## config.mk

```make
export PLATFORM = sky130hd
export DESIGN_NAME = asc_seq_ctrl
export DESIGN_NICKNAME = d
export VERILOG_FILES = /design/src/inc/asc_pkg.sv /design/src/inc/asc_tick_if.sv /design/src/hw/asc_conv_clk.sv /design/src/hw/asc_seq_ctrl.sv
export SDC_FILE = /design/constraint.sdc
export NUM_CORES = 1
export LEC_CHECK = 0
export BUFFER_PORTS_ARGS = -buffer_cell sky130_fd_sc_hd__buf_2
export CORE_MARGIN = 2
export CORE_UTILIZATION = 40
export CTS_CLUSTER_SIZE = 40
export DETAILED_ROUTE_END_ITERATION = 6
export SLEW_MARGIN = 25
export SYNTH_ARGS = -nofsm -noshare
export SYNTH_HDL_FRONTEND = slang
export SYNTH_HIERARCHICAL = 1
export SYNTH_SLANG_ARGS = --single-unit
```

## constraint.sdc

```tcl
create_clock -name clk_i -period 1.96 [get_ports clk_i]
set_input_delay 0.098 -clock clk_i [delete_from_list [all_inputs] [get_ports clk_i]]
set_output_delay 0.098 -clock clk_i [all_outputs]
set_load 0.02 [all_outputs]
```

## src/inc/asc_pkg.sv

```systemverilog
// Shared constants for the converter sequencer control block.
// Assumes an 8-bit CPU register space and a separate control-register space.
package asc_pkg;

  // Register addresses (data space and control space share numbers)
  localparam logic [3:0] ASC_CTRL_ADDR   = 4'h9;
  localparam logic [3:0] ASC_RESULT_ADDR = 4'hA;
  localparam logic [3:0] ASC_GAIN_ADDR   = 4'h9;
  localparam logic [3:0] ASC_CFG_ADDR    = 4'hA;

  // Reset values
  localparam logic [7:0] ASC_CTRL_RST   = 8'h00;
  localparam logic [7:0] ASC_CFG_RST    = 8'h00;
  localparam logic [7:0] ASC_GAIN_RST   = 8'h00;
  localparam logic [7:0] ASC_RESULT_RST = 8'h00;

  // Converter control fields
  localparam int ASC_PORTSEL_BIT = 5;
  localparam int ASC_RUN_BIT     = 4;
  localparam int ASC_PWR_BIT     = 3;
  localparam int ASC_CHAN_LSB    = 0;

  // Converter configuration fields
  localparam int ASC_REFSEL_BIT  = 7;
  localparam int ASC_CMPEN_BIT   = 6;
  localparam int ASC_CMPOUT_BIT  = 5;
  localparam int ASC_PORTCFG_LSB = 2;
  localparam int ASC_CLKSEL_LSB  = 0;

  // Amplifier gain control fields
  localparam int ASC_AMP2EN_BIT = 7;
  localparam int ASC_AMP1EN_BIT = 6;
  localparam int ASC_GAIN2_LSB  = 3;
  localparam int ASC_GAIN1_LSB  = 0;

  // Conversion clock choices and dividers
  localparam logic [1:0] ASC_CLK_DIV4  = 2'h0;
  localparam logic [1:0] ASC_CLK_DIV16 = 2'h1;
  localparam logic [1:0] ASC_CLK_DIV64 = 2'h2;
  localparam logic [1:0] ASC_CLK_RC    = 2'h3;
  localparam int         ASC_DIV_A     = 4;
  localparam int         ASC_DIV_B     = 16;
  localparam int         ASC_DIV_C     = 64;

  // Result width
  localparam int ASC_RES_BITS = 8;

  // Sequencer states
  typedef enum logic [1:0] {
    ASC_IDLE = 2'b01,
    ASC_CONV = 2'b10
  } asc_state_e;

endpackage

```

## src/inc/asc_tick_if.sv

```systemverilog
// Carrier between the sequencer and its conversion clock generator.
// Both ends sit on the same system clock.
`timescale 1ns/10ps
interface asc_tick_if;
  logic [1:0] sel;
  logic       en;
  logic       tick;
  modport ctrl (output sel, output en, input tick);
  modport gen  (input sel, input en, output tick);
endinterface

```

## src/hw/asc_conv_clk.sv

```systemverilog
// Conversion clock generator: one tick per bit period.
// Assumes the ring oscillator arrives as a one-cycle strobe on the system clock.
`timescale 1ns/10ps
module asc_conv_clk
  import asc_pkg::*;
#(
  parameter int DIV_A = ASC_DIV_A,
  parameter int DIV_B = ASC_DIV_B,
  parameter int DIV_C = ASC_DIV_C
) (
  // Clock and reset
  input  wire logic clk_i,
  input  wire logic rstn_i,
  // Ring oscillator strobe
  input  wire logic rc_tick_i,
  // Sequencer side
  asc_tick_if.gen   tk
);

  logic [6:0] cnt;
  logic [6:0] lim;

  // Terminal count for the selected divider
  always_comb begin
    if (tk.sel == ASC_CLK_DIV4) begin
      lim = 7'(DIV_A - 1);
    end else if (tk.sel == ASC_CLK_DIV16) begin
      lim = 7'(DIV_B - 1);
    end else begin
      lim = 7'(DIV_C - 1);
    end
  end

  // Restarts from zero whenever disabled, so every period is whole
  always_ff @(posedge clk_i or negedge rstn_i) begin
    if (!rstn_i) begin
      cnt <= 7'h00;
    end else if (!tk.en || cnt == lim) begin
      cnt <= 7'h00;
    end else begin
      cnt <= cnt + 7'h01;
    end
  end

  // Tick source
  assign tk.tick = tk.en && ((tk.sel == ASC_CLK_RC) ? rc_tick_i : (cnt == lim));

endmodule

```

## src/hw/asc_seq_ctrl.sv

```systemverilog
// Sequencer control for an 8-bit successive-approximation converter.
// Assumes the CPU reaches registers with one-cycle write and read strobes;
// the analog array returns the comparator decision for the current trial code.
`timescale 1ns/10ps
// What this block does
// - Control register: port select, run, power, channel
// - Writing one to run starts conversion
// - Run cleared only by hardware on finish
// - Power bit zero switches reference ladder off
// - Channel code n routes input n
// - Channel changes only while done and run low
// - Configuration register: reference, comparator, port, clock
// - Reference from supply or from reference pin
// - Comparator enable, pin route or amplifier mode
// - Clock select: divide 4, 16, 64, ring
// - Gain register: two enables, two gain codes
// - Gain codes select gains 1 to 32
// - Completion loads result, clears run, sets done
// - In sleep only ring-clocked conversion continues
// - Sleep completion with mask set wakes device
// - Sleep with mask clear shuts converter off
// - Bits resolved most significant first
// - Done always set; request is flag AND mask
module asc_seq_ctrl
  import asc_pkg::*;
(
  // Clock and reset
  input  wire logic       clk_i,
  input  wire logic       rstn_i,
  // CPU register access
  input  wire logic [3:0] reg_addr_i,
  input  wire logic [7:0] reg_wdata_i,
  input  wire logic       reg_we_i,
  input  wire logic       reg_re_i,
  input  wire logic       ioc_we_i,
  input  wire logic       ioc_re_i,
  output logic      [7:0] rdata_o,
  // Interrupt flag, mask and sleep
  input  wire logic       irq_mask_i,
  input  wire logic       done_clr_i,
  input  wire logic       sleep_i,
  output logic            done_flag_o,
  output logic            irq_o,
  output logic            wake_o,
  // Ring oscillator strobe
  input  wire logic       rc_tick_i,
  // Analog array
  input  wire logic       cmp_result_i,
  output logic      [7:0] sar_code_o,
  output logic      [2:0] channel_o,
  output logic            ladder_on_o,
  output logic            converting_o,
  // Reference, comparator and port
  output logic            ref_ext_o,
  output logic            comparator_en_o,
  output logic            comparator_pin_o,
  output logic            opamp_mode_o,
  output logic      [2:0] port_cfg_o,
  output logic            port_space_o,
  // Gain amplifiers
  output logic            amp1_en_o,
  output logic            amp2_en_o,
  output logic      [2:0] amp1_gain_o,
  output logic      [2:0] amp2_gain_o,
  output logic      [2:0] amp1_shift_o,
  output logic      [2:0] amp2_shift_o
);

  // Gain code to power-of-two exponent; unused codes saturate at 32
  function automatic logic [2:0] gain_exp(input logic [2:0] code);
    gain_exp = (code > 3'h5) ? 3'h5 : code;
  endfunction

  // One-hot mask for a result bit position
  function automatic logic [7:0] bit_mask(input logic [2:0] idx);
    bit_mask = 8'h01 << idx;
  endfunction

  asc_tick_if tk ();

  asc_state_e state;
  asc_state_e next_state;
  logic [5:0] ctrl_q;
  logic [7:0] cfg_q;
  logic [7:0] gain_q;
  logic [7:0] result_q;
  logic [7:0] sar_q;
  logic [2:0] bit_idx;
  logic [7:0] next_sar;
  logic       start_req;
  logic       done_evt;
  logic       shut_off;
  logic       run;
  logic       ctrl_we;

  // Address decode
  assign ctrl_we   = reg_we_i && reg_addr_i == ASC_CTRL_ADDR;
  assign start_req = ctrl_we && reg_wdata_i[ASC_RUN_BIT];
  assign run       = (state == ASC_CONV);
  assign done_evt  = run && tk.tick && bit_idx == 3'h0;
  assign shut_off  = sleep_i && !irq_mask_i;

  // Control register; run is the sequencer state, so software zero is ignored
  always_ff @(posedge clk_i or negedge rstn_i) begin
    if (!rstn_i) begin
      ctrl_q <= ASC_CTRL_RST[5:0];
    end else if (ctrl_we) begin
      ctrl_q <= reg_wdata_i[5:0];
    end
  end

  // Configuration and gain registers in the control space
  always_ff @(posedge clk_i or negedge rstn_i) begin
    if (!rstn_i) begin
      cfg_q  <= ASC_CFG_RST;
      gain_q <= ASC_GAIN_RST;
    end else if (ioc_we_i) begin
      if (reg_addr_i == ASC_CFG_ADDR) begin
        cfg_q <= reg_wdata_i;
      end else if (reg_addr_i == ASC_GAIN_ADDR) begin
        gain_q <= reg_wdata_i;
      end
    end
  end

  // Sequencer: a start while already running is absorbed
  always_comb begin
    next_state = state;
    case (state)
      ASC_IDLE: begin
        if (start_req) begin
          next_state = ASC_CONV;
        end
      end
      ASC_CONV: begin
        if (done_evt) begin
          next_state = ASC_IDLE;
        end
      end
      default: begin
        next_state = ASC_IDLE;
      end
    endcase
  end

  always_ff @(posedge clk_i or negedge rstn_i) begin
    if (!rstn_i) begin
      state <= ASC_IDLE;
    end else begin
      state <= next_state;
    end
  end

  // Bit periods only while powered and not frozen by sleep
  assign tk.sel = cfg_q[ASC_CLKSEL_LSB +: 2];
  assign tk.en  = run && ctrl_q[ASC_PWR_BIT] && !shut_off
                  && (!sleep_i || tk.sel == ASC_CLK_RC);

  // Trial update: keep or drop the bit under test, then try the next one down
  always_comb begin
    next_sar = cmp_result_i ? sar_q : (sar_q & ~bit_mask(bit_idx));
    if (bit_idx != 3'h0) begin
      next_sar = next_sar | bit_mask(bit_idx - 3'h1);
    end
  end

  // Approximation register and bit index
  always_ff @(posedge clk_i or negedge rstn_i) begin
    if (!rstn_i) begin
      sar_q   <= 8'h00;
      bit_idx <= 3'h0;
    end else if (state == ASC_IDLE && start_req) begin
      sar_q   <= bit_mask(3'h7);
      bit_idx <= 3'h7;
    end else if (run && tk.tick) begin
      sar_q   <= next_sar;
      bit_idx <= bit_idx - 3'h1;
    end
  end

  // Result loads only on completion
  always_ff @(posedge clk_i or negedge rstn_i) begin
    if (!rstn_i) begin
      result_q <= ASC_RESULT_RST;
    end else if (done_evt) begin
      result_q <= next_sar;
    end
  end

  // Done flag: hardware set wins over a clear in the same cycle
  always_ff @(posedge clk_i or negedge rstn_i) begin
    if (!rstn_i) begin
      done_flag_o <= 1'b0;
    end else if (done_evt) begin
      done_flag_o <= 1'b1;
    end else if (done_clr_i) begin
      done_flag_o <= 1'b0;
    end
  end

  // Wake pulse after a sleeping conversion finishes
  always_ff @(posedge clk_i or negedge rstn_i) begin
    if (!rstn_i) begin
      wake_o <= 1'b0;
    end else begin
      wake_o <= done_evt && sleep_i && irq_mask_i;
    end
  end

  // Channel switches only between conversions, to avoid corrupting a sample
  always_ff @(posedge clk_i or negedge rstn_i) begin
    if (!rstn_i) begin
      channel_o <= 3'h0;
    end else if (!run && !done_flag_o) begin
      channel_o <= ctrl_q[ASC_CHAN_LSB +: 3];
    end
  end

  // Registered read port; unknown addresses read zero
  always_ff @(posedge clk_i or negedge rstn_i) begin
    if (!rstn_i) begin
      rdata_o <= 8'h00;
    end else if (reg_re_i) begin
      if (reg_addr_i == ASC_CTRL_ADDR) begin
        rdata_o <= {2'b00, ctrl_q[5], run, ctrl_q[3:0]};
      end else if (reg_addr_i == ASC_RESULT_ADDR) begin
        rdata_o <= result_q;
      end else begin
        rdata_o <= 8'h00;
      end
    end else if (ioc_re_i) begin
      if (reg_addr_i == ASC_CFG_ADDR) begin
        rdata_o <= cfg_q;
      end else if (reg_addr_i == ASC_GAIN_ADDR) begin
        rdata_o <= gain_q;
      end else begin
        rdata_o <= 8'h00;
      end
    end
  end

  // Request and analog control outputs
  assign irq_o            = done_flag_o && irq_mask_i;
  assign sar_code_o       = sar_q;
  assign converting_o     = run;
  assign ladder_on_o      = ctrl_q[ASC_PWR_BIT] && !shut_off;
  assign ref_ext_o        = cfg_q[ASC_REFSEL_BIT];
  assign comparator_en_o  = cfg_q[ASC_CMPEN_BIT];
  assign comparator_pin_o = cfg_q[ASC_CMPEN_BIT] && cfg_q[ASC_CMPOUT_BIT];
  assign opamp_mode_o     = cfg_q[ASC_CMPEN_BIT] && !cfg_q[ASC_CMPOUT_BIT];
  assign port_cfg_o       = cfg_q[ASC_PORTCFG_LSB +: 3];
  assign port_space_o     = ctrl_q[ASC_PORTSEL_BIT];
  assign amp1_en_o        = gain_q[ASC_AMP1EN_BIT];
  assign amp2_en_o        = gain_q[ASC_AMP2EN_BIT];
  assign amp1_gain_o      = gain_q[ASC_GAIN1_LSB +: 3];
  assign amp2_gain_o      = gain_q[ASC_GAIN2_LSB +: 3];
  assign amp1_shift_o     = gain_exp(gain_q[ASC_GAIN1_LSB +: 3]);
  assign amp2_shift_o     = gain_exp(gain_q[ASC_GAIN2_LSB +: 3]);

  asc_conv_clk u_conv_clk (
    .clk_i     (clk_i),
    .rstn_i    (rstn_i),
    .rc_tick_i (rc_tick_i),
    .tk        (tk.gen)
  );

  // Helper: ticks seen in the current conversion
  logic [3:0] tick_seen;
  always_ff @(posedge clk_i or negedge rstn_i) begin
    if (!rstn_i) begin
      tick_seen <= 4'h0;
    end else if (state == ASC_IDLE) begin
      tick_seen <= 4'h0;
    end else if (tk.tick) begin
      tick_seen <= tick_seen + 4'h1;
    end
  end
endmodule

```

==> run metrics <==
setup ws final -0.139 ns; DRC errors left 0; num rows 32; maximum root-to-sink buffer count 2; hold violation total from the final report 0; H-tree lvl count 3; slowest CP cell sky130_fd_sc_hd__or4_4; cell count after synthesis 292; required time of the critical path 2.17 ns; # Max-Cap Violations 0; area grow syn2layout 31.2%; outcome complete, but fails checks; layout filler cell count 705; async set-or-reset flop fraction in the synthesized netlist 1.00; most frequently used cell type in the post-synthesis netlist sky130_fd_sc_hd__dfrtp_1; nature of the critical path startpoint flop; post-layout total power 3710 uW; wire per inst 16.2 um; slack of the worst reg-to-reg path -0.14 ns; Post-synth EDFFs 0; total I/O pin count 69; number of cells in the finished layout apart from fillers 505; worst slew margin relative to its limit 0.681; final wirelength 8.18 mm; endpoint of the lowest-slack register-to-register path sar_code_o[6]; root buffer selected by CTS sky130_fd_sc_hd__clkbuf_8; TritonCTS clock tree yes; flip-flop cell with the highest count after synthesis sky130_fd_sc_hd__dfrtp_1; violated checks negative setup slack; number of cells on the worst reg-to-reg path 8; number of buffers added by the clock tree synthesis step 9; number of port buffers 68; post-layout net count 428; number of nets with antenna violations after routing 0; gate family responsible for the most delay along the worst path simple AND/OR/NAND/NOR gates; clock latency on the worst-skew pair 0.34 ns; actual transition at the worst max-transition pin 0.478 ns; Seq/Total Area, Yosys 0.477; M1 GR Usage 0.273; Via Count 2664; via density per instance 5.28; GRT busiest layer met2; last weighted congestion value of the routability-driven placer 0.808; number of pins exceeding their max-slew limit in the final report 0; share of layout cells above drive strength 1 0.434; Fmax 476 MHz; Mapped Nets 322; Clock Sinks 62; x dimension of the die 94.2 um; initial core utilization 0.417; mean instance size in the synthesized netlist 11.2 um2; kind of critical path flop to flop; met2 usage 0.311; hold_sp reg_wdata_i[1]; fraction of met3 tracks used by global routing 0.0578; RSZ-0062 raised after global routing true; worst-path maximum fanout 10; netlist area before placement 0.00326 mm2; WP data arrival 2.31 ns; total congestion overflow 0; All-Layer GR Usage 0.201; area enclosed by the die boundary 0.00888 mm2; final clock skew 0.00471 ns; Period minus WS final 2.10 ns; maximum number of pins on one net before global-route repair 63; global-route wire length before repair 13.5 mm; total of warnings raised by yosys 6; number of antenna violations at the first check in global routing 0; leakage dissipation 0.00209 uW; most numerous cell types in the synthesized netlist 61 x sky130_fd_sc_hd__dfrtp_1, 31 x sky130_fd_sc_hd__nand2_1, 16 x sky130_fd_sc_hd__nor2_1; largest cells by area after synthesis sky130_fd_sc_hd__dfrtp_1 47%, sky130_fd_sc_hd__mux2_1 3.8%, sky130_fd_sc_hd__mux2_4 3.7%; buffer and inverter count on the worst path 1; count of different cell masters after synthesis 64; die height 94.2 um; cell type contributing the most total cell area after synthesis sky130_fd_sc_hd__dfrtp_1; core area 0.00781 mm2; cell breakdown of the critical path or4_4 > a21oi_2 > o21a_1 > and3b_2 > buf_12 > nand4_1 > a32oi_1 > nor2_1; diodes inserted 0; detailed-routing iteration count for the pre-antenna-repair pass 4; clock-pin slew on the worst setup and hold paths 0.07 ns; dpl hpwl 5.75 mm; cell area power density 868 mW/mm2; Hold Path End gain_q[1]; launch point of the worst reg-to-reg path cfg_q[1]; Max rail drop VDD 0.000462 V; Detailed Route Iter0 Violations 131; count of cells along the worst hold path 2; HP Class primary input to flop; synthesized flop and latch total 62; number of setup violations in the final report 21; area share of the largest cell type after synthesis 0.469; maximum cell stage delay along the critical path 0.53 ns; kind of capture point of the worst setup path flop; placed instance count 476; ratio of final minimum period to clock period 1.07; vias in the first global route 2674
-- cell usage in the layout (no fill, tap or decap), types with 3 or more instances in the layout --
master                          instances
sky130_fd_sc_hd__a22oi_1                4
sky130_fd_sc_hd__a31oi_1                5
sky130_fd_sc_hd__clkbuf_8              10
sky130_fd_sc_hd__nand2_2                7
sky130_fd_sc_hd__dlygate4sd3_1          7
sky130_fd_sc_hd__nand2_1               24
sky130_fd_sc_hd__a21o_1                 4
sky130_fd_sc_hd__mux2_2                 5
sky130_fd_sc_hd__inv_1                 11
sky130_fd_sc_hd__a211oi_2               3
sky130_fd_sc_hd__dfrtp_1               60
sky130_fd_sc_hd__nand3_4                3
sky130_fd_sc_hd__buf_4                 33
sky130_fd_sc_hd__a211oi_1               3
sky130_fd_sc_hd__nor2_1                16
sky130_fd_sc_hd__mux2_4                 8
sky130_fd_sc_hd__nand3_1               14
sky130_fd_sc_hd__o21ai_0                5
sky130_fd_sc_hd__a22oi_2                4
sky130_fd_sc_hd__a22o_1                 5
sky130_fd_sc_hd__a21oi_1                4
sky130_fd_sc_hd__a221o_1                5
sky130_fd_sc_hd__nor3_1                 6
sky130_fd_sc_hd__and3_1                 3
sky130_fd_sc_hd__a32oi_1                3
sky130_fd_sc_hd__nor2b_1                5
sky130_fd_sc_hd__o21ai_1                5
sky130_fd_sc_hd__buf_2                 68
sky130_fd_sc_hd__mux2_1                11
sky130_fd_sc_hd__ha_1                   7
-- worst register-to-register path, stage by stage, from the launching register on --
cell and delay [ns]:
sky130_fd_sc_hd__dfrtp_2 0.44, sky130_fd_sc_hd__or4_4 0.53, sky130_fd_sc_hd__a21oi_2 0.14, sky130_fd_sc_hd__o21a_1 0.15, sky130_fd_sc_hd__and3b_2 0.22, sky130_fd_sc_hd__buf_12 0.14, sky130_fd_sc_hd__nand4_1 0.11, sky130_fd_sc_hd__a32oi_1 0.19
sky130_fd_sc_hd__nor2_1 0.06
-- repair_timing --
action / in CTS / in global routing
pin swaps: 6 / 7
gates cloned: 1 / 0
endpoints found under the setup margin: 20 / 26
hold buffers: 7 / 0
setup buffers: 3 / 2
endpoints found under the hold margin: 69 / 0
gates resized for setup: 8 / 8
-- worst max-delay path by stage --
stage / slack (ns) / startpoint / to / cells after the start
4_1_cts: -0.11 / cfg_q[1] / sar_code_o[6] / 8
6_report: -0.14 / cfg_q[1] / sar_code_o[6] / 8
5_1_grt: -0.21 / cfg_q[1] / sar_code_o[7] / 8
3_3_place_gp: -0.06 / cfg_q[1] / result_q[0] / 11
3_5_place_dp: -0.13 / cfg_q[1] / sar_code_o[5] / 8
2_1_floorplan: -0.004 / cfg_q[1] / result_q[4] / 9
-- stage by stage --
stage / area (um2) / hold WS (ns) / util / setup WS, ns / TNS [ns]
after floorplan: 3290 / -0.198 / - / -0.00432 / -0.0203
after global placement: 3870 / 0.134 / 0.496 / -0.0618 / -0.572
after detailed placement: 3870 / 0.136 / 0.496 / -0.128 / -1.48
after CTS: 4230 / 0.00601 / 0.542 / -0.113 / -1.38
after global routing: 4270 / 0.0153 / 0.547 / -0.212 / -3.65
final: 4270 / 0.0170 / 0.547 / -0.139 / -1.37
-- power breakdown --
group	total (uW)	internal, uW	switching (uW)	leakage (uW)
Clock	1260	745	516	0.000108
Combinational	895	402	493	0.00118
Sequential	1550	1420	136	0.000804
Total	3710	2570	1140	0.00209
-- registers in the layout (all words and copies together), names as in the netlist, 5 cells and up --
register        flops
ctrl_q              5
gain_q              8
sar_code_o          8
rdata_o             8
result_q            8
u_conv_clk/cnt      7
cfg_q               8
-- final cells by class --
type                            count  area, um2  share of cell area
Inverter                           12       45.0              0.0105
Clock inverter                      6       85.1              0.0199
Multi-Input combinational cell    201       1600               0.375
Clock buffer                       10        138              0.0322
Tap cell                          102        128              0.0299
Timing Repair Buffer              112        721               0.169
Sequential cell                    62       1550               0.364
-- cell families after synthesis --
kind of cell               synth area share
AOI/OAI and AO/OA                     0.161
xor gates and xnor gates             0.0134
buffers and inverters                0.0599
muxes                                0.0922
DFF                                   0.477
and+or+nand+nor                       0.170
adders and majority gates            0.0269
-- layer usage --
metal  routed length [um]  part of all wire
met2                 3950              0.48
met1                 3780              0.46
met3                  337             0.041
met4                  102             0.012
met5                    0                 0
Note: power is estimated with default switching activity, not from simulation.
